==> config.mk <==
export PLATFORM = sky130hd
export DESIGN_NAME = async_serial_channel_control
export DESIGN_NICKNAME = d
export VERILOG_FILES = /design/src/hw/serial_chan_pkg.sv /design/src/hw/async_serial_channel_control.sv
export VERILOG_INCLUDE_DIRS = /design/src /design/src/hw
export SDC_FILE = /design/constraint.sdc
export NUM_CORES = 1
export LEC_CHECK = 0
export BUFFER_PORTS_ARGS = -buffer_cell sky130_fd_sc_hd__buf_2
export CAP_MARGIN = 20
export CORE_UTILIZATION = 44
export CTS_BUF_LIST = sky130_fd_sc_hd__clkbuf_2
export DETAILED_ROUTE_END_ITERATION = 8
export PLACE_DENSITY = 0.59
export SYNTH_ARGS = -nofsm -noshare
export SYNTH_HDL_FRONTEND = slang
export SYNTH_SLANG_ARGS = --single-unit
==> constraint.sdc <==
create_clock -name clk -period 7.2 [get_ports clk]
set_input_delay 0.72 -clock clk [delete_from_list [all_inputs] [get_ports clk]]
set_output_delay 0.72 -clock clk [all_outputs]
set_load 0.05 [all_outputs]
==> src/hw/serial_chan_defs.svh <==
// Purpose: Offsets, field positions, reset values and timing counts
// Assumes: Byte-wide register port, printed offsets used as addresses
// Notes:   Included by the channel module only; the package does not include it
`ifndef SERIAL_CHAN_DEFS_SVH
`define SERIAL_CHAN_DEFS_SVH

// Register addresses
`define ADR_LINE_CTL_PRI   12'h01A
`define ADR_LINE_CTL_SEC   12'h01B
`define ADR_BAUD_DIV       12'h01C
`define ADR_CHAN_STATUS    12'h01D
`define ADR_HOLDING        12'h01E
`define ADR_CLK_GATE       12'hF75

// Primary line control fields
`define LCP_TX_EN    7
`define LCP_RX_EN    6
`define LCP_TX_STOP  5
`define LCP_EVEN     4
`define LCP_PAR_EN   3
`define LCP_IR_SEL   2
`define LCP_BASE_SEL 1

// Secondary line control fields
`define LCS_RT_HI    5
`define LCS_RT_LO    3
`define LCS_NF_HI    2
`define LCS_NF_LO    1
`define LCS_RX_STOP  0

// Clock gate field and reset values
`define GATE_CH_EN   0
`define RST_REG8     8'h00

// Infrared pulse length in sample clocks
`define IR_PULSE_RT  5'h03
`endif

==> src/hw/serial_chan_pkg.sv <==
// Purpose: Types of the serial channel control block
// Assumes: serial_chan_defs.svh supplies all numeric constants
// Notes:   Whole block state is one packed struct
package serial_chan_pkg;
   typedef enum logic [2:0] {TX_IDLE, TX_START, TX_DATA, TX_PAR, TX_STOP}
      tx_state_t;
   typedef enum logic [2:0] {RX_IDLE, RX_START, RX_DATA, RX_PAR, RX_STOP}
      rx_state_t;

   typedef struct packed {
      logic       ch_en;
      logic       tx_en;
      logic       rx_en;
      logic       tx_stop2;
      logic       even;
      logic       par_en;
      logic       ir_sel;
      logic       base_sel;
      logic [2:0] rt_sel;
      logic [1:0] nf_sel;
      logic       rx_stop2;
      logic [7:0] div;
      logic [7:0] rdata;
      logic [7:0] tbuf;
      logic       tbfl;
      logic [7:0] rbuf;
      logic       rbfl;
      logic       perr;
      logic       ferr;
      logic       oerr;
      logic       ext_q;
      logic       lf_q;
      logic [7:0] div_cnt;
      tx_state_t  tx_st;
      logic [4:0] tx_rt;
      logic       tx_odd;
      logic [2:0] tx_bit;
      logic [7:0] tx_sh;
      logic       txd;
      rx_state_t  rx_st;
      logic [4:0] rx_rt;
      logic       rx_odd;
      logic [2:0] rx_bit;
      logic [7:0] rx_sh;
      logic       rx_pbad;
      logic       filt;
      logic [2:0] nf_cnt;
   } chan_state_t;
endpackage : serial_chan_pkg

==> src/hw/async_serial_channel_control.sv <==
// Purpose: One asynchronous serial channel with its line control registers
// Assumes: All inputs synchronous to clk; gear clock is clk itself
// Notes:   Summary of operation below; register port answers next cycle
//
// Chosen here: the plain strobed port.
`include "serial_chan_defs.svh"
`timescale 1ns/1ps
`default_nettype none

module async_serial_channel_control (
   // Clock and reset
   input  wire logic        clk,
   input  wire logic        rst_b,
   // Register port
   input  wire logic [11:0] reg_addr,
   input  wire logic [7:0]  reg_wdata,
   input  wire logic        reg_wr,
   input  wire logic        reg_rd,
   output logic      [7:0]  reg_rdata,
   // Clock sources and system state
   input  wire logic        sys_clk_src_sel,
   input  wire logic        low_freq_clock,
   input  wire logic        external_timer_output,
   input  wire logic        low_power_entry,
   // Serial pins
   input  wire logic        serial_in_pin,
   output logic             serial_out_pin
);

   serial_chan_pkg::chan_state_t s_ff;
   serial_chan_pkg::chan_state_t nxt_s;
   logic base_tick;
   logic rt_tick;
   logic tx_lock;
   logic all_lock;
   logic rx_lock;
   logic [4:0] tx_len;
   logic [4:0] rx_len;

   // Sample clocks per bit for a code and bit position
   function automatic logic [4:0] rt_len(input logic [2:0] sel,
                                         input logic odd);
      unique case (sel)
         3'h0:    rt_len = 5'h10;
         3'h1:    rt_len = odd ? 5'h10 : 5'h11;
         3'h2:    rt_len = 5'h0F;
         3'h3:    rt_len = odd ? 5'h0F : 5'h10;
         3'h4:    rt_len = 5'h11;
         default: rt_len = 5'h10; // Reserved codes run as 16/16
      endcase
   endfunction : rt_len

   // Noise filter length in sample clocks
   function automatic logic [2:0] nf_len(input logic [1:0] sel);
      unique case (sel)
         2'h0: nf_len = 3'h0;
         2'h1: nf_len = 3'h1;
         2'h2: nf_len = 3'h2;
         2'h3: nf_len = 3'h4;
      endcase
   endfunction : nf_len

   // Base clock and sample clock; gate bit stops the sample clock and divisor
   always_comb begin
      if (s_ff.base_sel) begin
         base_tick = external_timer_output & ~s_ff.ext_q;
      end else if (sys_clk_src_sel) begin
         base_tick = low_freq_clock & ~s_ff.lf_q;
      end else begin
         base_tick = 1'b1;
      end
      // External clock bypasses the divisor but is still stopped by the gate bit
      if (s_ff.base_sel) begin
         rt_tick = base_tick & s_ff.ch_en;
      end else begin
         rt_tick = base_tick & s_ff.ch_en & (s_ff.div_cnt >= s_ff.div);
      end
      tx_lock = s_ff.tx_en | (s_ff.tx_st != serial_chan_pkg::TX_IDLE);
      rx_lock = s_ff.rx_en | (s_ff.rx_st != serial_chan_pkg::RX_IDLE);
      all_lock = tx_lock | rx_lock;
      tx_len = rt_len(s_ff.rt_sel, s_ff.tx_odd);
      rx_len = rt_len(s_ff.rt_sel, s_ff.rx_odd);
   end

   // Next state of the whole channel
   always_comb begin
      logic txv;
      logic rbit;
      txv = 1'b1;
      rbit = s_ff.filt;
      nxt_s = s_ff;
      nxt_s.ext_q = external_timer_output;
      nxt_s.lf_q = low_freq_clock;
      nxt_s.rdata = 8'h00;
      // Wrap at or above the divisor: a smaller new divisor never stalls
      if (base_tick && s_ff.ch_en) begin
         nxt_s.div_cnt = (s_ff.div_cnt >= s_ff.div) ? 8'h00
                         : s_ff.div_cnt + 8'h01;
      end

      // Register writes; protected fields keep old value when locked
      if (reg_wr) begin
         unique case (reg_addr)
            `ADR_CLK_GATE: nxt_s.ch_en = reg_wdata[`GATE_CH_EN];
            `ADR_LINE_CTL_PRI: begin
               nxt_s.tx_en = reg_wdata[`LCP_TX_EN];
               nxt_s.rx_en = reg_wdata[`LCP_RX_EN];
               if (!tx_lock) begin
                  nxt_s.tx_stop2 = reg_wdata[`LCP_TX_STOP];
                  nxt_s.ir_sel = reg_wdata[`LCP_IR_SEL];
               end
               if (!all_lock) begin
                  nxt_s.even = reg_wdata[`LCP_EVEN];
                  nxt_s.par_en = reg_wdata[`LCP_PAR_EN];
                  nxt_s.base_sel = reg_wdata[`LCP_BASE_SEL];
               end
            end
            `ADR_LINE_CTL_SEC: begin
               if (!all_lock) begin
                  nxt_s.rt_sel = reg_wdata[`LCS_RT_HI:`LCS_RT_LO];
               end
               if (!rx_lock) begin
                  nxt_s.nf_sel = reg_wdata[`LCS_NF_HI:`LCS_NF_LO];
                  nxt_s.rx_stop2 = reg_wdata[`LCS_RX_STOP];
               end
            end
            `ADR_BAUD_DIV: nxt_s.div = reg_wdata;
            `ADR_HOLDING: begin
               nxt_s.tbuf = reg_wdata;
            end
            default: ;
         endcase
      end

      // Register reads, data valid in the following cycle
      if (reg_rd) begin
         unique case (reg_addr)
            `ADR_CLK_GATE: nxt_s.rdata = {7'h00, s_ff.ch_en};
            `ADR_LINE_CTL_PRI: nxt_s.rdata = {s_ff.tx_en, s_ff.rx_en,
               s_ff.tx_stop2, s_ff.even, s_ff.par_en, s_ff.ir_sel,
               s_ff.base_sel, 1'b0};
            `ADR_LINE_CTL_SEC: nxt_s.rdata = {2'b00, s_ff.rt_sel,
               s_ff.nf_sel, s_ff.rx_stop2};
            `ADR_BAUD_DIV: nxt_s.rdata = s_ff.div;
            `ADR_CHAN_STATUS: begin
               nxt_s.rdata = {s_ff.perr, s_ff.ferr, s_ff.oerr, 1'b0,
                  s_ff.rx_st != serial_chan_pkg::RX_IDLE, s_ff.rbfl,
                  s_ff.tx_st != serial_chan_pkg::TX_IDLE, s_ff.tbfl};
               // Reading status clears errors; new errors set below
               nxt_s.perr = 1'b0;
               nxt_s.ferr = 1'b0;
               nxt_s.oerr = 1'b0;
            end
            `ADR_HOLDING: begin
               nxt_s.rdata = s_ff.rbuf;
               nxt_s.rbfl = 1'b0;
            end
            default: nxt_s.rdata = 8'h00;
         endcase
      end

      // Receive noise filter; level follows input after N quiet ticks
      if (nf_len(s_ff.nf_sel) == 3'h0) begin
         nxt_s.filt = serial_in_pin;
         nxt_s.nf_cnt = 3'h0;
      end else if (serial_in_pin == s_ff.filt) begin
         nxt_s.nf_cnt = 3'h0;
      end else if (rt_tick) begin
         if (s_ff.nf_cnt + 3'h1 >= nf_len(s_ff.nf_sel)) begin
            nxt_s.filt = serial_in_pin;
            nxt_s.nf_cnt = 3'h0;
         end else begin
            nxt_s.nf_cnt = s_ff.nf_cnt + 3'h1;
         end
      end

      // Transmitter: a started frame ends regardless of the enable
      if (rt_tick) begin
         nxt_s.tx_rt = s_ff.tx_rt + 5'h01;
         if (s_ff.tx_rt == tx_len - 5'h01) begin
            nxt_s.tx_rt = 5'h00;
            nxt_s.tx_odd = ~s_ff.tx_odd;
         end
         unique case (s_ff.tx_st)
            serial_chan_pkg::TX_IDLE: begin
               nxt_s.tx_rt = 5'h00;
               if (s_ff.tx_en && s_ff.tbfl) begin
                  nxt_s.tx_st = serial_chan_pkg::TX_START;
                  nxt_s.tx_sh = s_ff.tbuf;
                  nxt_s.tbfl = 1'b0;
                  nxt_s.tx_odd = 1'b1;
                  nxt_s.tx_bit = 3'h0;
               end
            end
            serial_chan_pkg::TX_START:
               if (nxt_s.tx_rt == 5'h00) begin
                  nxt_s.tx_st = serial_chan_pkg::TX_DATA;
               end
            serial_chan_pkg::TX_DATA:
               if (nxt_s.tx_rt == 5'h00) begin
                  nxt_s.tx_sh = {s_ff.tx_sh[0], s_ff.tx_sh[7:1]}; // Byte kept
                  nxt_s.tx_bit = s_ff.tx_bit + 3'h1;
                  if (s_ff.tx_bit == 3'h7) begin
                     nxt_s.tx_bit = 3'h0;
                     nxt_s.tx_st = s_ff.par_en ? serial_chan_pkg::TX_PAR
                                   : serial_chan_pkg::TX_STOP;
                  end
               end
            serial_chan_pkg::TX_PAR:
               if (nxt_s.tx_rt == 5'h00) begin
                  nxt_s.tx_st = serial_chan_pkg::TX_STOP;
               end
            serial_chan_pkg::TX_STOP:
               if (nxt_s.tx_rt == 5'h00) begin
                  nxt_s.tx_bit = 3'h1;
                  if (!s_ff.tx_stop2 || s_ff.tx_bit == 3'h1) begin
                     nxt_s.tx_st = serial_chan_pkg::TX_IDLE;
                     nxt_s.tx_bit = 3'h0;
                     if (!s_ff.tx_en) begin
                        nxt_s.tbfl = 1'b0;
                     end
                  end
               end
         endcase
      end

      // Parity shared with the receiver; odd when polarity is 0
      unique case (s_ff.tx_st)
         serial_chan_pkg::TX_START: txv = 1'b0;
         serial_chan_pkg::TX_DATA:  txv = s_ff.tx_sh[0];
         serial_chan_pkg::TX_PAR:   txv = ^s_ff.tx_sh ^ ~s_ff.even;
         default:                   txv = 1'b1;
      endcase
      // Infrared form: short high pulse for each zero bit, else low
      if (s_ff.ir_sel) begin
         nxt_s.txd = ~txv & (s_ff.tx_rt < `IR_PULSE_RT);
      end else begin
         nxt_s.txd = txv;
      end

      // Receiver samples each bit at its middle sample clock
      if (rt_tick) begin
         nxt_s.rx_rt = s_ff.rx_rt + 5'h01;
         if (s_ff.rx_rt == rx_len - 5'h01) begin
            nxt_s.rx_rt = 5'h00;
            nxt_s.rx_odd = ~s_ff.rx_odd;
         end
         unique case (s_ff.rx_st)
            serial_chan_pkg::RX_IDLE: begin
               nxt_s.rx_rt = 5'h00;
               nxt_s.rx_odd = 1'b1;
               nxt_s.rx_bit = 3'h0;
               nxt_s.rx_pbad = 1'b0;
               if (s_ff.rx_en && !rbit) begin
                  nxt_s.rx_st = serial_chan_pkg::RX_START;
                  nxt_s.rx_rt = 5'h01;
               end
            end
            serial_chan_pkg::RX_START:
               if (s_ff.rx_rt == {1'b0, rx_len[4:1]} && rbit) begin
                  nxt_s.rx_st = serial_chan_pkg::RX_IDLE; // False start
               end else if (nxt_s.rx_rt == 5'h00) begin
                  nxt_s.rx_st = serial_chan_pkg::RX_DATA;
               end
            serial_chan_pkg::RX_DATA: begin
               if (s_ff.rx_rt == {1'b0, rx_len[4:1]}) begin
                  nxt_s.rx_sh = {rbit, s_ff.rx_sh[7:1]};
               end
               if (nxt_s.rx_rt == 5'h00) begin
                  nxt_s.rx_bit = s_ff.rx_bit + 3'h1;
                  if (s_ff.rx_bit == 3'h7) begin
                     nxt_s.rx_bit = 3'h0;
                     nxt_s.rx_st = s_ff.par_en ? serial_chan_pkg::RX_PAR
                                   : serial_chan_pkg::RX_STOP;
                  end
               end
            end
            serial_chan_pkg::RX_PAR: begin
               if (s_ff.rx_rt == {1'b0, rx_len[4:1]}) begin
                  nxt_s.rx_pbad = rbit ^ ^s_ff.rx_sh ^ ~s_ff.even;
               end
               if (nxt_s.rx_rt == 5'h00) begin
                  nxt_s.rx_st = serial_chan_pkg::RX_STOP;
               end
            end
            serial_chan_pkg::RX_STOP:
               if (s_ff.rx_rt == {1'b0, rx_len[4:1]}) begin
                  // First of two stop bits passes unchecked
                  if (s_ff.rx_stop2 && s_ff.rx_bit == 3'h0) begin
                     nxt_s.rx_bit = 3'h1;
                  end else begin
                     nxt_s.rx_st = serial_chan_pkg::RX_IDLE;
                     nxt_s.rbuf = s_ff.rx_sh;
                     nxt_s.rbfl = 1'b1;
                     nxt_s.oerr = nxt_s.oerr | s_ff.rbfl;
                     nxt_s.ferr = nxt_s.ferr | ~rbit;
                     nxt_s.perr = nxt_s.perr | s_ff.rx_pbad;
                  end
               end
         endcase
      end

      // Holding write after the transmitter so a write beside a load is not lost
      if (reg_wr && reg_addr == `ADR_HOLDING) begin
         nxt_s.tbfl = 1'b1;
      end

      // Low-power entry stops the channel; configuration other than the enable bits is kept
      if (low_power_entry) begin
         nxt_s.tx_en = 1'b0;
         nxt_s.rx_en = 1'b0;
         nxt_s.tx_st = serial_chan_pkg::TX_IDLE;
         nxt_s.rx_st = serial_chan_pkg::RX_IDLE;
         nxt_s.tbfl = 1'b0;
         nxt_s.rbfl = 1'b0;
         nxt_s.perr = 1'b0;
         nxt_s.ferr = 1'b0;
         nxt_s.oerr = 1'b0;
         nxt_s.txd = ~s_ff.ir_sel;
      end
   end

   // State register
   always_ff @(posedge clk) begin
      if (!rst_b) begin
         s_ff <= '0;
         s_ff.txd <= 1'b1;
         s_ff.filt <= 1'b1;
         s_ff.tx_st <= serial_chan_pkg::TX_IDLE;
         s_ff.rx_st <= serial_chan_pkg::RX_IDLE;
      end else begin
         s_ff <= nxt_s;
      end
   end

   assign reg_rdata = s_ff.rdata;
   assign serial_out_pin = s_ff.txd;

   // Checks on the control behaviour
   AST_GATE_STOPS: assert property (@(posedge clk) disable iff (!rst_b)
      !s_ff.ch_en && !low_power_entry |=> $stable(s_ff.tx_st)
      && $stable(s_ff.rx_st) && $stable(s_ff.tx_rt))
      else $error("channel moved while gated");
   AST_PRI_LOCK: assert property (@(posedge clk) disable iff (!rst_b)
      all_lock && !low_power_entry |=> $stable(s_ff.par_en)
      && $stable(s_ff.base_sel) && $stable(s_ff.even))
      else $error("protected primary field changed");
   AST_TX_LOCK: assert property (@(posedge clk) disable iff (!rst_b)
      tx_lock |=> $stable(s_ff.tx_stop2) && $stable(s_ff.ir_sel))
      else $error("transmit field changed while busy");
   AST_SEC_LOCK: assert property (@(posedge clk) disable iff (!rst_b)
      rx_lock |=> $stable(s_ff.nf_sel) && $stable(s_ff.rx_stop2))
      else $error("secondary field changed while busy");
   AST_LP_CLEAR: assert property (@(posedge clk) disable iff (!rst_b)
      low_power_entry |=> !s_ff.tx_en && !s_ff.rx_en
      && $stable(s_ff.div) && $stable(s_ff.rt_sel))
      else $error("low-power entry handling wrong");
   AST_SEC_READ: assert property (@(posedge clk) disable iff (!rst_b)
      reg_rd && reg_addr == `ADR_LINE_CTL_SEC |=> reg_rdata[7:6] == 2'b00)
      else $error("secondary upper bits not zero");
   AST_TX_FINISH: assert property (@(posedge clk) disable iff (!rst_b)
      s_ff.tx_st == serial_chan_pkg::TX_DATA && !low_power_entry
      && !s_ff.tx_en |=> s_ff.tx_st != serial_chan_pkg::TX_IDLE)
      else $error("transmit frame cut short");
   AST_TX_DROP: assert property (@(posedge clk) disable iff (!rst_b)
      s_ff.tx_st == serial_chan_pkg::TX_STOP && nxt_s.tx_st ==
      serial_chan_pkg::TX_IDLE && !s_ff.tx_en && !reg_wr |=> !s_ff.tbfl)
      else $error("held byte not discarded");
   AST_RD_NEXT: assert property (@(posedge clk) disable iff (!rst_b)
      !reg_rd |=> reg_rdata == 8'h00) else $error("read data outside slot");

endmodule : async_serial_channel_control

`default_nettype wire

# Word level (Yosys, flattened, before mapping)
# Index checks and enable logic that the tools add are counted.
[op_classes]
muxes = 79
n_reduce_logical = 50
addsub = 8
n_eq_ne = 50
n_lt_le_gt_ge = 3
bitwise = 27
[op_table]
columns = ["operator", "count"]
rows = [
  ["$mux W3", 27],
  ["$eq A12 B5 Y1 const B", 5],
  ["$pmux W8 S6", 1],
  ["$pmux W5 S4", 2],
  ["$mux W6", 6],
  ["$mux W4", 8],
  ["$mux W8", 4],
  ["$ne A2 B2 Y1 const B", 16],
  ["$pmux W3 S5", 2],
  ["$mux W21", 1],
  ["$reduce_and A3 Y1", 7],
  ["$eq A3 B2 Y1 const B", 6],
  ["$pmux W3 S3", 2],
  ["$mux W1", 17],
  ["$pmux W8 S2", 1],
  ["$reduce_and A8 Y1", 2],
  ["$reduce_xor A8 Y1", 2],
  ["$eq A3 B3 Y1 const B", 5],
  ["$ne A3 B3 Y1 const B", 5],
  ["$reduce_bool A3 Y1", 5],
  ["$not A1 Y1", 13],
  ["$eq A12 B12 Y1 const B", 1],
  ["$eq A3 B1 Y1 const B", 4],
  ["$logic_not A3 Y1", 4],
  ["other kinds (34)", 71],
]
[totals]
wordCells = 254
inputBits = 29
out_inout_bits = 9
ff_bits = 107

# Longest topological paths before layout
# Gate-level depths: netlist of the first run.
[logic_depth]
word_depth = 15
ltp_mapped = 13

# Worst setup path before layout of the first run
# No wires, ideal clock.
[synth_timing]
kind = "reg2reg"
from = "register s_ff[97] (netlist bit)"
to = "register s_ff[35] (netlist bit)"
required_time_ns = 7.128
slack_ns = 4.609
path_stages_with_launch = 12
n_path_buf = 2
arrival_time_ns = 2.519
cell_sequence = "dfxtp_1 -> buf_6 -> nor4b_1 -> nor3_1 -> ha_1 -> xnor2_1 -> nor3_1 -> o2111ai_2 -> a31oi_1 -> and3_1 -> buf_2 -> mux2i_1"
[synth_between]
elab_chain_len = 9
word_cells_on_any_way = 13
cone_classes = "1 x add/sub; 7 x eq/ne; 3 x mux; 2 x reduce/logical"
[synth_lines]
columns = ["element", "line_no", "rtl"]
rows = [
  ["start: declaration", "async_serial_channel_control.sv:30", "serial_chan_pkg::chan_state_t s_ff;"],
  ["start signal: assignment", "async_serial_channel_control.sv:332", "s_ff <= nxt_s;"],
  ["$eq A3 B3 Y1, or another cell as far along", "async_serial_channel_control.sv:43", "unique case (sel)"],
  ["$pmux W5 S4 (*)", "async_serial_channel_control.sv:43", ""],
  ["$sub A5 B1 Y5 (*)", "async_serial_channel_control.sv:180", "if (s_ff.tx_rt == tx_len - 5'h01) begin"],
  ["$eq A5 B5 Y1 (*)", "async_serial_channel_control.sv:180", ""],
  ["$mux W6 (*)", "async_serial_channel_control.sv:180", ""],
  ["$mux W6 (*)", "async_serial_channel_control.sv:178", "if (rt_tick) begin"],
  ["$logic_not A5 Y1 (*)", "async_serial_channel_control.sv:200, async_serial_channel_control.sv:214", ""],
  ["$ne A2 B2 Y1 (no line)", "-", ""],
  ["$reduce_and A5 Y1 (no line) (*)", "-", ""],
]
# Mark *: on every way between the ends. The rest lies on a longest branch, timed or not. The select of a mux whose other input is x is not followed.
# A chain may end at the register's enable or synchronous reset.

# Worst setup path after layout of the first run
[layout_timing]
from = "register s_ff[96] (netlist bit)"
to = "register s_ff[43] (netlist bit)"
[layout_between]
elab_chain_len = 9
word_cells_on_any_way = 15
cone_classes = "1 x add/sub; 9 x eq/ne; 3 x mux; 2 x reduce/logical"
[layout_lines]
columns = ["element", "line_no"]
rows = [
  ["$eq A3 B3 Y1, or another cell as far along", "async_serial_channel_control.sv:43"],
  ["$pmux W5 S4 (*)", "async_serial_channel_control.sv:43"],
  ["$sub A5 B1 Y5 (*)", "async_serial_channel_control.sv:180"],
  ["$eq A5 B5 Y1 (*)", "async_serial_channel_control.sv:180"],
  ["$mux W6 (*)", "async_serial_channel_control.sv:180"],
  ["$mux W6 (*)", "async_serial_channel_control.sv:178"],
  ["$logic_not A5 Y1 (*)", "-"],
  ["$ne A2 B2 Y1 (no line)", "-"],
  ["$reduce_and A8 Y1 (no line) (*)", "-"],
]
# Marked as above.

==> flow_metrics.py, run 1 <==
metrics = {
    "status": {
        "status": "completed",
    },
    "power": {
        "power_density_nw_per_um2": 157,
        "p_sw_uw": 236,
        "pwr-share-comb_pct": 3.6,
        "p_seq_share_pct": 58.0,
        "power_mw": 1.03,
        "swShare_pct": 22.9,
        "p_leak_nw": 2.42,
        "p_int_uw": 793,
        "p_clk_share_pct": 38.5,
        "peakVddDrop_uv": 97.4,
    },
    "placed_design": {
        "dp_worst_setup_slack_ns": 4.13,
        "port_buffers": 37,
        "gp_congestion": 0.812,
        "dp_hpwl_um": 11200,
    },
    "sta": {
        "fin_skew_ns": 0.0248,
        "setup_viol": 0,
        "max_freq_ghz": 0.326,
        "fin_setup_tns_ns": 0,
        "hold_viol": 0,
        "holdWs_ns": 0.289,
        "slew_violations": 0,
        "final.min_clock_period_ns": 3.07,
        "rsz0062_at_grt": "no",
        "tightest_slew_ns": 1.03,
        "slew-limit-headroom_pct": 31.0,
        "period_share_pct": 42.7,
        "fin_ws_ns": 4.13,
    },
    "critical_path": {
        "critPathLaunchType": "register",
        "critPathMaxFanout": 9,
        "slowest_stage": "dfxtp_1",
        "cp_data_required_time_ns": 7.76,
        "path_common_cell": "nor3_1",
        "end_kind": "register",
        "path_cells": "nor4b_1 -> nor3_1 -> ha_1 -> xnor2_1 -> nor3_1 -> o2111ai_2 -> a21oi_2 -> nand3_1 -> mux2i_1",
        "crit_type": "register to register",
        "cp_top_family": "simple AND/OR/NAND/NOR gates",
        "max_stage_delay_ns": 0.60,
        "cp_num_buf_inv": 0,
        "worstPathArrival_ns": 3.63,
    },
    "worst_hold_path": {
        "hold_class": "primary input to register",
    },
    "synth": {
        "synth_edf_count": 0,
        "synth_nets": 787,
        "synth_top_flop_cell": "dfxtp_1",
        "ys_ff_latch": 107,
        "synth-seq-area-share_pct": 34.5,
        "async_flop_share_pct": 0,
        "yosysWarnings": 0,
        "synth_area_um2": 6200,
        "yosys.cell_types.count": 79,
        "synth.avg_cell_area_um2": 8.46,
        "synthCells": 733,
    },
    "grt": {
        "grt_pass1_vias": 4954,
        "grt_pass1_wl_um": 25000,
        "grt_antenna_before_repair": 0,
        "track_usage_pct": 21.9,
        "grt_max_degree": 64,
        "overflow": 0,
    },
    "layout": {
        "antenna_cells": 0,
        "syn2layout_area_growth_pct": 5.85,
        "layout_commonest_cell": "dfxtp_1",
        "drive_gt1_share_pct": 11.7,
        "layout.nets": 790,
        "most-common-layout-cells": "dfxtp_1 (107), nand2_1 (87), nor2_1 (77)",
    },
    "cts": {
        "clk_pin_slew_ns": 0.29,
        "clk_latency_ns": 0.63,
        "numClockSinks": 107,
        "postCtsSetupRepairBufs": 0,
        "clk_path_buf_depth": 2,
        "cts_tree": "done",
        "h-tree-depth": 3,
        "cts_resized": 0,
        "clock-root-buffer": "clkbuf_2",
        "holdBufCountCts": 0,
        "numCtsBuffers": 9,
    },
    "drt": {
        "dr.first_iter.drc_count": 382,
        "routed_via_density": 5.65,
        "remaining_drc_errors": 0,
        "via_count": 5203,
        "wire_per_inst_um": 16.5,
        "drt-total-wl_um": 15200,
        "ant_nets": 0,
        "dr.pass1.iters": 7,
    },
    "floorplanning": {
        "coreArea_um2": 13800,
        "ios": 38,
        "die_h_um": 121,
        "start_util_pct": 44.9,
        "die-area_um2": 14600,
        "fp.dieW_um": 121,
        "rows": 43,
    },
    "job": {
        "max_cap_violations": 0,
    },
}
-- metal layers --
layer | part of all wire, % | routed length, µm | global-route usage (%) | vias up
met3 | 4.2 | 638 | 2.83 | 24
li1 | - | - | - | 2612
met4 | 2.5 | 388 | 9.95 | 0
met1 | 47 | 7080 | 29.1 | 2440
met5 | 0 | 0 | 0 | -
met2 | 47 | 7110 | 35.5 | 127
-- cell families (layout without fill, tap and decap cells) --
logic type / after synthesis / count (layout) / synth area share (%)
AO/OA/AOI/OAI: 158 / 158 / 18.1
AND/OR/NAND/NOR: 291 / 291 / 24.2
XOR/XNOR: 31 / 31 / 4.50
multiplexers: 49 / 49 / 7.93
flip-flops: 107 / 107 / 34.5
buffers and inverters: 72 / 80 / 5.73
adder cells (fa/ha/maj): 25 / 25 / 5.04
-- Yosys cell counts, types with 3 or more instances --
cell type | instances | share of area (%)
o21a_1 | 5 | 0.61
clkbuf_1 | 26 | 1.6
o32ai_1 | 4 | 0.56
inv_1 | 22 | 1.3
a311oi_1 | 9 | 1.3
and3b_1 | 3 | 0.42
nand2_1 | 87 | 5.3
o211ai_1 | 5 | 0.61
nor3_1 | 9 | 0.73
o21ai_0 | 12 | 0.97
buf_2 | 8 | 0.65
nand3b_1 | 6 | 0.73
nand2b_1 | 14 | 1.4
a31oi_1 | 4 | 0.40
nand4_1 | 7 | 0.71
a21oi_2 | 5 | 0.71
ha_1 | 25 | 5.0
nand3_1 | 38 | 3.1
nor3b_1 | 4 | 0.48
xor2_1 | 12 | 1.7
and2_1 | 9 | 0.91
nor4b_1 | 3 | 0.42
a21o_1 | 7 | 0.85
a21oi_1 | 64 | 5.2
mux2i_1 | 48 | 7.7
nor2_1 | 77 | 4.7
and3_1 | 4 | 0.40
xnor2_1 | 18 | 2.5
nor2b_1 | 6 | 0.61
dfxtp_1 | 107 | 35
a222oi_1 | 5 | 0.81
buf_6 | 4 | 0.73
a221oi_1 | 4 | 0.56
buf_4 | 9 | 1.1
a22oi_1 | 4 | 0.48
a211oi_1 | 7 | 0.85
-- worst register-to-register path, stage by stage (launching register included) --
cell and delay (ns):
dfxtp_1 0.60, nor4b_1 0.53, nor3_1 0.17, ha_1 0.34, xnor2_1 0.12, nor3_1 0.25
o2111ai_2 0.32, a21oi_2 0.25, nand3_1 0.20, mux2i_1 0.24
-- power by group through the flow --
| stage | sequential (mW) | combinational (mW) | clock [mW] |
|---|---|---|---|
| 2_1_floorplan | 0.606 | 0.0186 | 0 |
| 3_3_place_gp | 0.607 | 0.0358 | 0 |
| 3_5_place_dp | 0.607 | 0.0365 | 0 |
| 4_1_cts | 0.597 | 0.0366 | 0.407 |
| 5_1_grt | 0.598 | 0.0398 | 0.426 |
| 6_report | 0.597 | 0.0366 | 0.396 |
-- path summary, 6_finish.rpt --
check | startpoint | end | slack [ns] | cells after the start
hold reg to reg | s_ff[76] | s_ff[76] | 0.47 | 2
setup reg to reg | s_ff[96] | s_ff[43] | 4.13 | 9
setup / recovery | s_ff[96] | s_ff[43] | 4.13 | 9
hold / removal | low_freq_clock | s_ff[54] | 0.29 | 2
-- through the flow --
step | instance area, µm² | utilization [%] | cells
after floorplan | 6200 | - | 733
after global placement | 6370 | 46.1 | 904
after detailed placement | 6370 | 46.1 | 904
after CTS | 6560 | 47.4 | 920
after global routing | 6570 | 47.5 | 921
final | 6570 | 47.5 | 921
-- state kept, by name, indices dropped and copies added, names as in the netlist --
name / cells
s_ff: 98
reg_rdata: 8
serial_out_pin: 1
-- final cells by class --
type | instances | area [µm²]
inverter | 23 | 86.3
clock buffer | 10 | 50.0
timing repair buffer | 41 | 215
sequential | 107 | 2140
clock inverter | 6 | 136
multi-input combinational | 554 | 3710
tap | 180 | 225
fill | 1350 | 7260
(Power assumes the default switching activity.)
==> run 2: changes to the inputs <==
Clock period 7.2 ns to 2.85 ns, I/O delays scaled along.
==> flow_metrics.py, run 2 (synthesis gave the netlist of run 1 again) <==
metrics = {
    "floorplanning": {
        "die_h_um": 121,
        "fp.dieW_um": 121,
        "rows": 43,
        "ios": 38,
        "coreArea_um2": 13800,
        "start_util_pct": 44.9,
        "die-area_um2": 14600,
    },
    "sta": {
        "slew-limit-headroom_pct": 45.5,
        "tightest_slew_ns": 0.815,
        "fin_skew_ns": 0.0261,
        "slew_violations": 0,
        "max_freq_ghz": 0.372,
        "hold_viol": 0,
        "rsz0062_at_grt": "no",
        "setup_viol": 0,
        "fin_setup_tns_ns": 0,
        "final.min_clock_period_ns": 2.69,
        "period_share_pct": 94.4,
        "fin_ws_ns": 0.159,
    },
    "grt": {
        "overflow": 0,
        "grt_max_degree": 63,
        "grt_antenna_before_repair": 1,
        "grt_pass1_wl_um": 25900,
        "grt_pass1_vias": 5030,
        "track_usage_pct": 22.8,
    },
    "critical_path": {
        "reg2reg_slack_ns": 0.16,
        "r2r_start": "s_ff[97]",
        "slowest_stage": "dfxtp_4",
        "cp_data_required_time_ns": 3.44,
        "cp_top_family": "simple AND/OR/NAND/NOR gates",
        "path_cells": "xor2_1 -> and2_1 -> nor3_1 -> ha_1 -> xnor2_1 -> nor3_2 -> o2111ai_4 -> a31oi_1 -> and3_1 -> mux2i_1",
        "r2r-end": "s_ff[35]",
        "cp.depth": 10,
        "worstPathArrival_ns": 3.28,
        "max_stage_delay_ns": 0.46,
        "cp_num_buf_inv": 0,
        "critPathMaxFanout": 11,
        "end_kind": "register",
        "critPathLaunchType": "register",
        "crit_type": "register to register",
        "r2r_cells": 10,
    },
    "layout": {
        "largest_reg_flops": 98,
        "drive_gt1_share_pct": 14.2,
        "syn2layout_area_growth_pct": 10.2,
        "most-common-layout-cells": "dfxtp_1 (104), nand2_1 (87), nor2_1 (77)",
        "fin_area_um2": 6830,
        "layout_commonest_cell": "dfxtp_1",
        "largest-register": "s_ff",
        "fin_cells": 955,
        "layout.nets": 823,
    },
    "power": {
        "p_clk_share_pct": 32.2,
        "p_leak_nw": 2.55,
        "pwr-share-comb_pct": 4.7,
        "p_seq_share_pct": 63.1,
        "p_int_mw": 1.76,
        "swShare_pct": 26.1,
        "peakVddDrop_uv": 261,
        "p_sw_uw": 623,
        "power_density_nw_per_um2": 349,
    },
    "placed_design": {
        "port_buffers": 37,
        "post-place-cells": 919,
        "dp_worst_setup_slack_ns": 0.0169,
        "placed_cell_area_um2": 6480,
        "dp_hpwl_um": 11600,
        "gp_congestion": 0.823,
    },
    "drt": {
        "via_count": 5431,
        "ant_nets": 0,
        "wire_per_inst_um": 16.5,
        "remaining_drc_errors": 0,
        "dr.pass1.iters": 6,
        "routed_via_density": 5.69,
        "drt-total-wl_um": 15800,
        "dr.first_iter.drc_count": 447,
    },
    "cts": {
        "clock-root-buffer": "clkbuf_2",
        "cts_tree": "done",
        "clk_latency_ns": 0.65,
        "clk_pin_slew_ns": 0.30,
        "numClockSinks": 107,
        "clk_path_buf_depth": 2,
        "numCtsBuffers": 9,
        "h-tree-depth": 3,
    },
    "worst_hold_path": {
        "min-delay-start": "reg_addr[2]",
        "min_to": "s_ff[97]",
        "hold_class": "primary input to register",
        "min_path_cells": 4,
    },
    "status": {
        "status": "completed",
    },
    "job": {
        "max_cap_violations": 0,
    },
}
==> run 2: changes by cell type in the layout (fill, tap and decap cells not counted), moves of 3 or more <==
cell | before | now
bufinv_16 | 4 | 1
buf_4 | 4 | 20
dfxtp_1 | 107 | 104
dlygate4sd3_1 | 0 | 17
==> run 2: worst min-delay path, cell delays in order <==
cell and delay (ns):
buf_2 0.17, nor4b_4 0.11, nand3_1 0.09, a21oi_1 0.06
==> run 2: power by group through the flow <==
stage          Combinational, mW  Sequential (mW)  Clock (mW)
5_1_grt                    0.120             1.51       0.857
3_3_place_gp              0.0936             1.53           0
4_1_cts                    0.111             1.51       0.795
6_report                   0.111             1.51       0.769
3_5_place_dp              0.0946             1.53           0
2_1_floorplan             0.0471             1.53           0
==> run 2: layout make-up <==
class / instances / area [µm²]
Fill cell: 1349 / 6990
Multi-Input combinational cell: 554 / 3740
Sequential cell: 107 / 2150
Timing Repair Buffer: 74 / 505
Tap cell: 180 / 225
Inverter: 23 / 86.3
Clock inverter: 6 / 71.3
Clock buffer: 10 / 50.0
Antenna cell: 1 / 2.50
==> run 2: through the flow <==
stage / power [mW] / util [%] / hold slack, ns
floorplan: 1.58 / - / 0.407
global placement: 1.63 / 46.9 / 0.445
detailed placement: 1.63 / 46.9 / 0.445
CTS: 2.41 / 49.0 / 0.0331
global route: 2.49 / 49.4 / 0.0513
finish: 2.39 / 49.4 / 0.0747
==> run 2: what timing repair did <==
item	4_1_cts	5_1_grt
hold endpoints to repair	43	0
gates resized for setup	1	8
endpoints found under the setup margin	1	18
hold buffers	17	0
pin swaps	0	1
setup buffers	0	2
gates cloned	0	0
==> run 2: worst max path at each step <==
stage | to | startpoint
after floorplan | s_ff[36] | s_ff[97]
after global placement | s_ff[35] | s_ff[97]
after detailed placement | s_ff[35] | s_ff[97]
after CTS | s_ff[35] | s_ff[96]
after global routing | s_ff[35] | s_ff[97]
final | s_ff[35] | s_ff[97]
==> run 2: per-layer routing <==
layer  vias to the layer above  track usage, %  share of wire [%]
met4                         0            9.03                2.2
met2                       129            36.2                 47
met3                        24            2.97                3.7
li1                       2679               -                  -
met5                         -               0                  0
met1                      2599            31.2                 47
==> run 3: changes to the inputs <==
Settings changed: CELL_PAD_IN_SITES_DETAIL_PLACEMENT set to 1, CELL_PAD_IN_SITES_GLOBAL_PLACEMENT set to 2, CORE_UTILIZATION 44 to 39, PLACE_DENSITY 0.59 to 0.8, SKIP_LAST_GASP set to 1.
==> flow_metrics.py, run 3 (synthesis gave the netlist of run 1 again) <==
metrics = {
    "status": {
        "status": "completed",
    },
    "critical_path": {
        "max_stage_delay_ns": 0.46,
        "cp_top_family": "simple AND/OR/NAND/NOR gates",
        "crit_path_start": "s_ff[97]",
        "crit_type": "register to register",
        "end_kind": "register",
        "r2r_cells": 9,
        "r2r_start": "s_ff[97]",
        "critPathMaxFanout": 11,
        "reg2reg_slack_ns": 0.20,
        "path_common_cell": "nor3_2",
        "slowest_stage": "dfxtp_4",
        "endpoint": "s_ff[35]",
        "r2r-end": "s_ff[35]",
        "critPathLaunchType": "register",
        "cp_data_required_time_ns": 3.43,
        "cp_num_buf_inv": 0,
        "cp.depth": 9,
        "worstPathArrival_ns": 3.23,
        "path_cells": "nor4b_2 -> nor3_2 -> ha_1 -> xnor2_1 -> nor3_2 -> o2111ai_4 -> a31oi_1 -> and3_1 -> mux2i_1",
    },
    "floorplanning": {
        "start_util_pct": 40.4,
        "die-area_um2": 16400,
        "ios": 38,
        "die_h_um": 128,
        "fp.dieW_um": 128,
        "rows": 45,
        "coreArea_um2": 15400,
    },
    "drt": {
        "via_count": 5441,
        "dr.pass1.iters": 5,
        "ant_nets": 0,
        "wire_per_inst_um": 18.1,
        "routed_via_density": 5.56,
        "drt-total-wl_um": 17700,
        "dr.first_iter.drc_count": 267,
        "remaining_drc_errors": 0,
    },
    "cts": {
        "numClockSinks": 107,
        "postCtsSetupRepairBufs": 0,
        "clk_pin_slew_ns": 0.28,
        "numCtsBuffers": 9,
        "clock-root-buffer": "clkbuf_2",
        "clk_latency_ns": 0.64,
        "clk_path_buf_depth": 2,
        "h-tree-depth": 3,
        "cts_tree": "done",
    },
    "sta": {
        "hold_viol": 0,
        "fin_setup_tns_ns": 0,
        "slew_violations": 0,
        "tightest_slew_ns": 0.974,
        "max_freq_ghz": 0.377,
        "period_share_pct": 93.1,
        "final.min_clock_period_ns": 2.65,
        "setup_viol": 0,
        "fin_skew_ns": 0.0357,
        "rsz0062_at_grt": "no",
        "fin_ws_ns": 0.195,
        "slew-limit-headroom_pct": 34.8,
    },
    "grt": {
        "grt_pass1_wl_um": 28700,
        "grt_pass1_vias": 5415,
        "track_usage_pct": 22.6,
        "grt_antenna_before_repair": 1,
        "overflow": 0,
        "grt_max_degree": 63,
    },
    "layout": {
        "syn2layout_area_growth_pct": 9.42,
        "multi_input_area_um2": 3750,
        "fin_cells": 978,
        "drive_gt1_share_pct": 13.6,
        "utilization_pct": 44.2,
        "largest_reg_flops": 98,
        "largest-register": "s_ff",
        "layout.nets": 817,
        "layout_commonest_cell": "dfxtp_1",
        "most-common-layout-cells": "dfxtp_1 (105), nand2_1 (87), nor2_1 (77)",
        "seq_area_um2": 2150,
        "fillers": 1865,
    },
    "power": {
        "power_mw": 2.27,
        "peakVddDrop_uv": 203,
        "power_density_nw_per_um2": 334,
        "p_leak_nw": 2.50,
    },
    "placed_design": {
        "post-place-cells": 948,
        "port_buffers": 37,
        "gp_congestion": 0.809,
        "dp_hpwl_um": 13100,
        "dp_worst_setup_slack_ns": -0.0844,
    },
    "job": {
        "max_cap_violations": 0,
    },
    "worst_hold_path": {
        "hold_class": "primary input to register",
    },
}
==> run 3: changes by cell type in the layout (fill, tap and decap cells not counted), sizes merged <==
| cell | previous run | this run |
|---|---|---|
| dlygate4sd3 | 17 | 15 |
| bufinv | 1 | 0 |
| inv | 26 | 23 |
| buf | 57 | 53 |
| clkinvlp | 2 | 1 |
| clkinv | 0 | 3 |
==> run 3: power breakdown <==
group | internal (mW) | switching [mW]
Combinational | 0.0413 | 0.0711
Clock | 0.111 | 0.538
Sequential | 1.50 | 0.00195
Total | 1.66 | 0.611
==> run 3: what timing repair did <==
| action | 4_1_cts | 5_1_grt |
|---|---|---|
| endpoints found under the setup margin | 13 | 31 |
| gates resized for setup | 2 | 8 |
| hold endpoints to repair | 37 | 0 |
| hold buffers | 15 | 0 |
| pin swaps | 0 | 1 |
==> run 3: metal layers <==
metal  share of wire, %  GRT usage [%]  vias to the layer above
met1                 48           30.5                     2665
met3                2.5           2.59                       14
li1                   -              -                     2671
met2                 48           37.8                       91
met5                  0              0                        -
met4                1.4           6.85                        0
==> run 3: stage by stage <==
stage | cell area, µm² | hold WS [ns]
floorplan | 6200 | 0.407
global placement | 6510 | 0.447
detailed placement | 6510 | 0.451
CTS | 6740 | 0.0937
global route | 6790 | 0.122
finish | 6790 | 0.138
==> run 3: area by class of cell <==
class	instances	area share, %
Tap cell	211	3.89
Sequential cell	107	31.7
Timing Repair Buffer	68	6.71
Clock inverter	4	0.442
Antenna cell	1	0.0369
Clock buffer	10	0.737
Multi-Input combinational cell	554	55.2
Inverter	23	1.27
==> run 3: worst register-to-register path: stages, from the launching register on <==
cell       delay (ns)
dfxtp_4          0.46
nor4b_2          0.38
nor3_2           0.11
ha_1             0.32
xnor2_1          0.14
nor3_2           0.25
o2111ai_4        0.24
a31oi_1          0.22
and3_1           0.27
mux2i_1          0.22
==> run 3: worst min-delay path by stage <==
| stage | startpoint | endpoint | slack (ns) | cells after the start |
|---|---|---|---|---|
| after global placement | s_ff[73] | s_ff[73] | 0.45 | 2 |
| final | reg_addr[2] | s_ff[97] | 0.14 | 4 |
| after detailed placement | s_ff[76] | s_ff[76] | 0.45 | 2 |
| after global routing | reg_addr[2] | s_ff[96] | 0.12 | 4 |
| after CTS | reg_addr[2] | s_ff[97] | 0.09 | 4 |
| after floorplan | low_freq_clock | s_ff[54] | 0.41 | 1 |
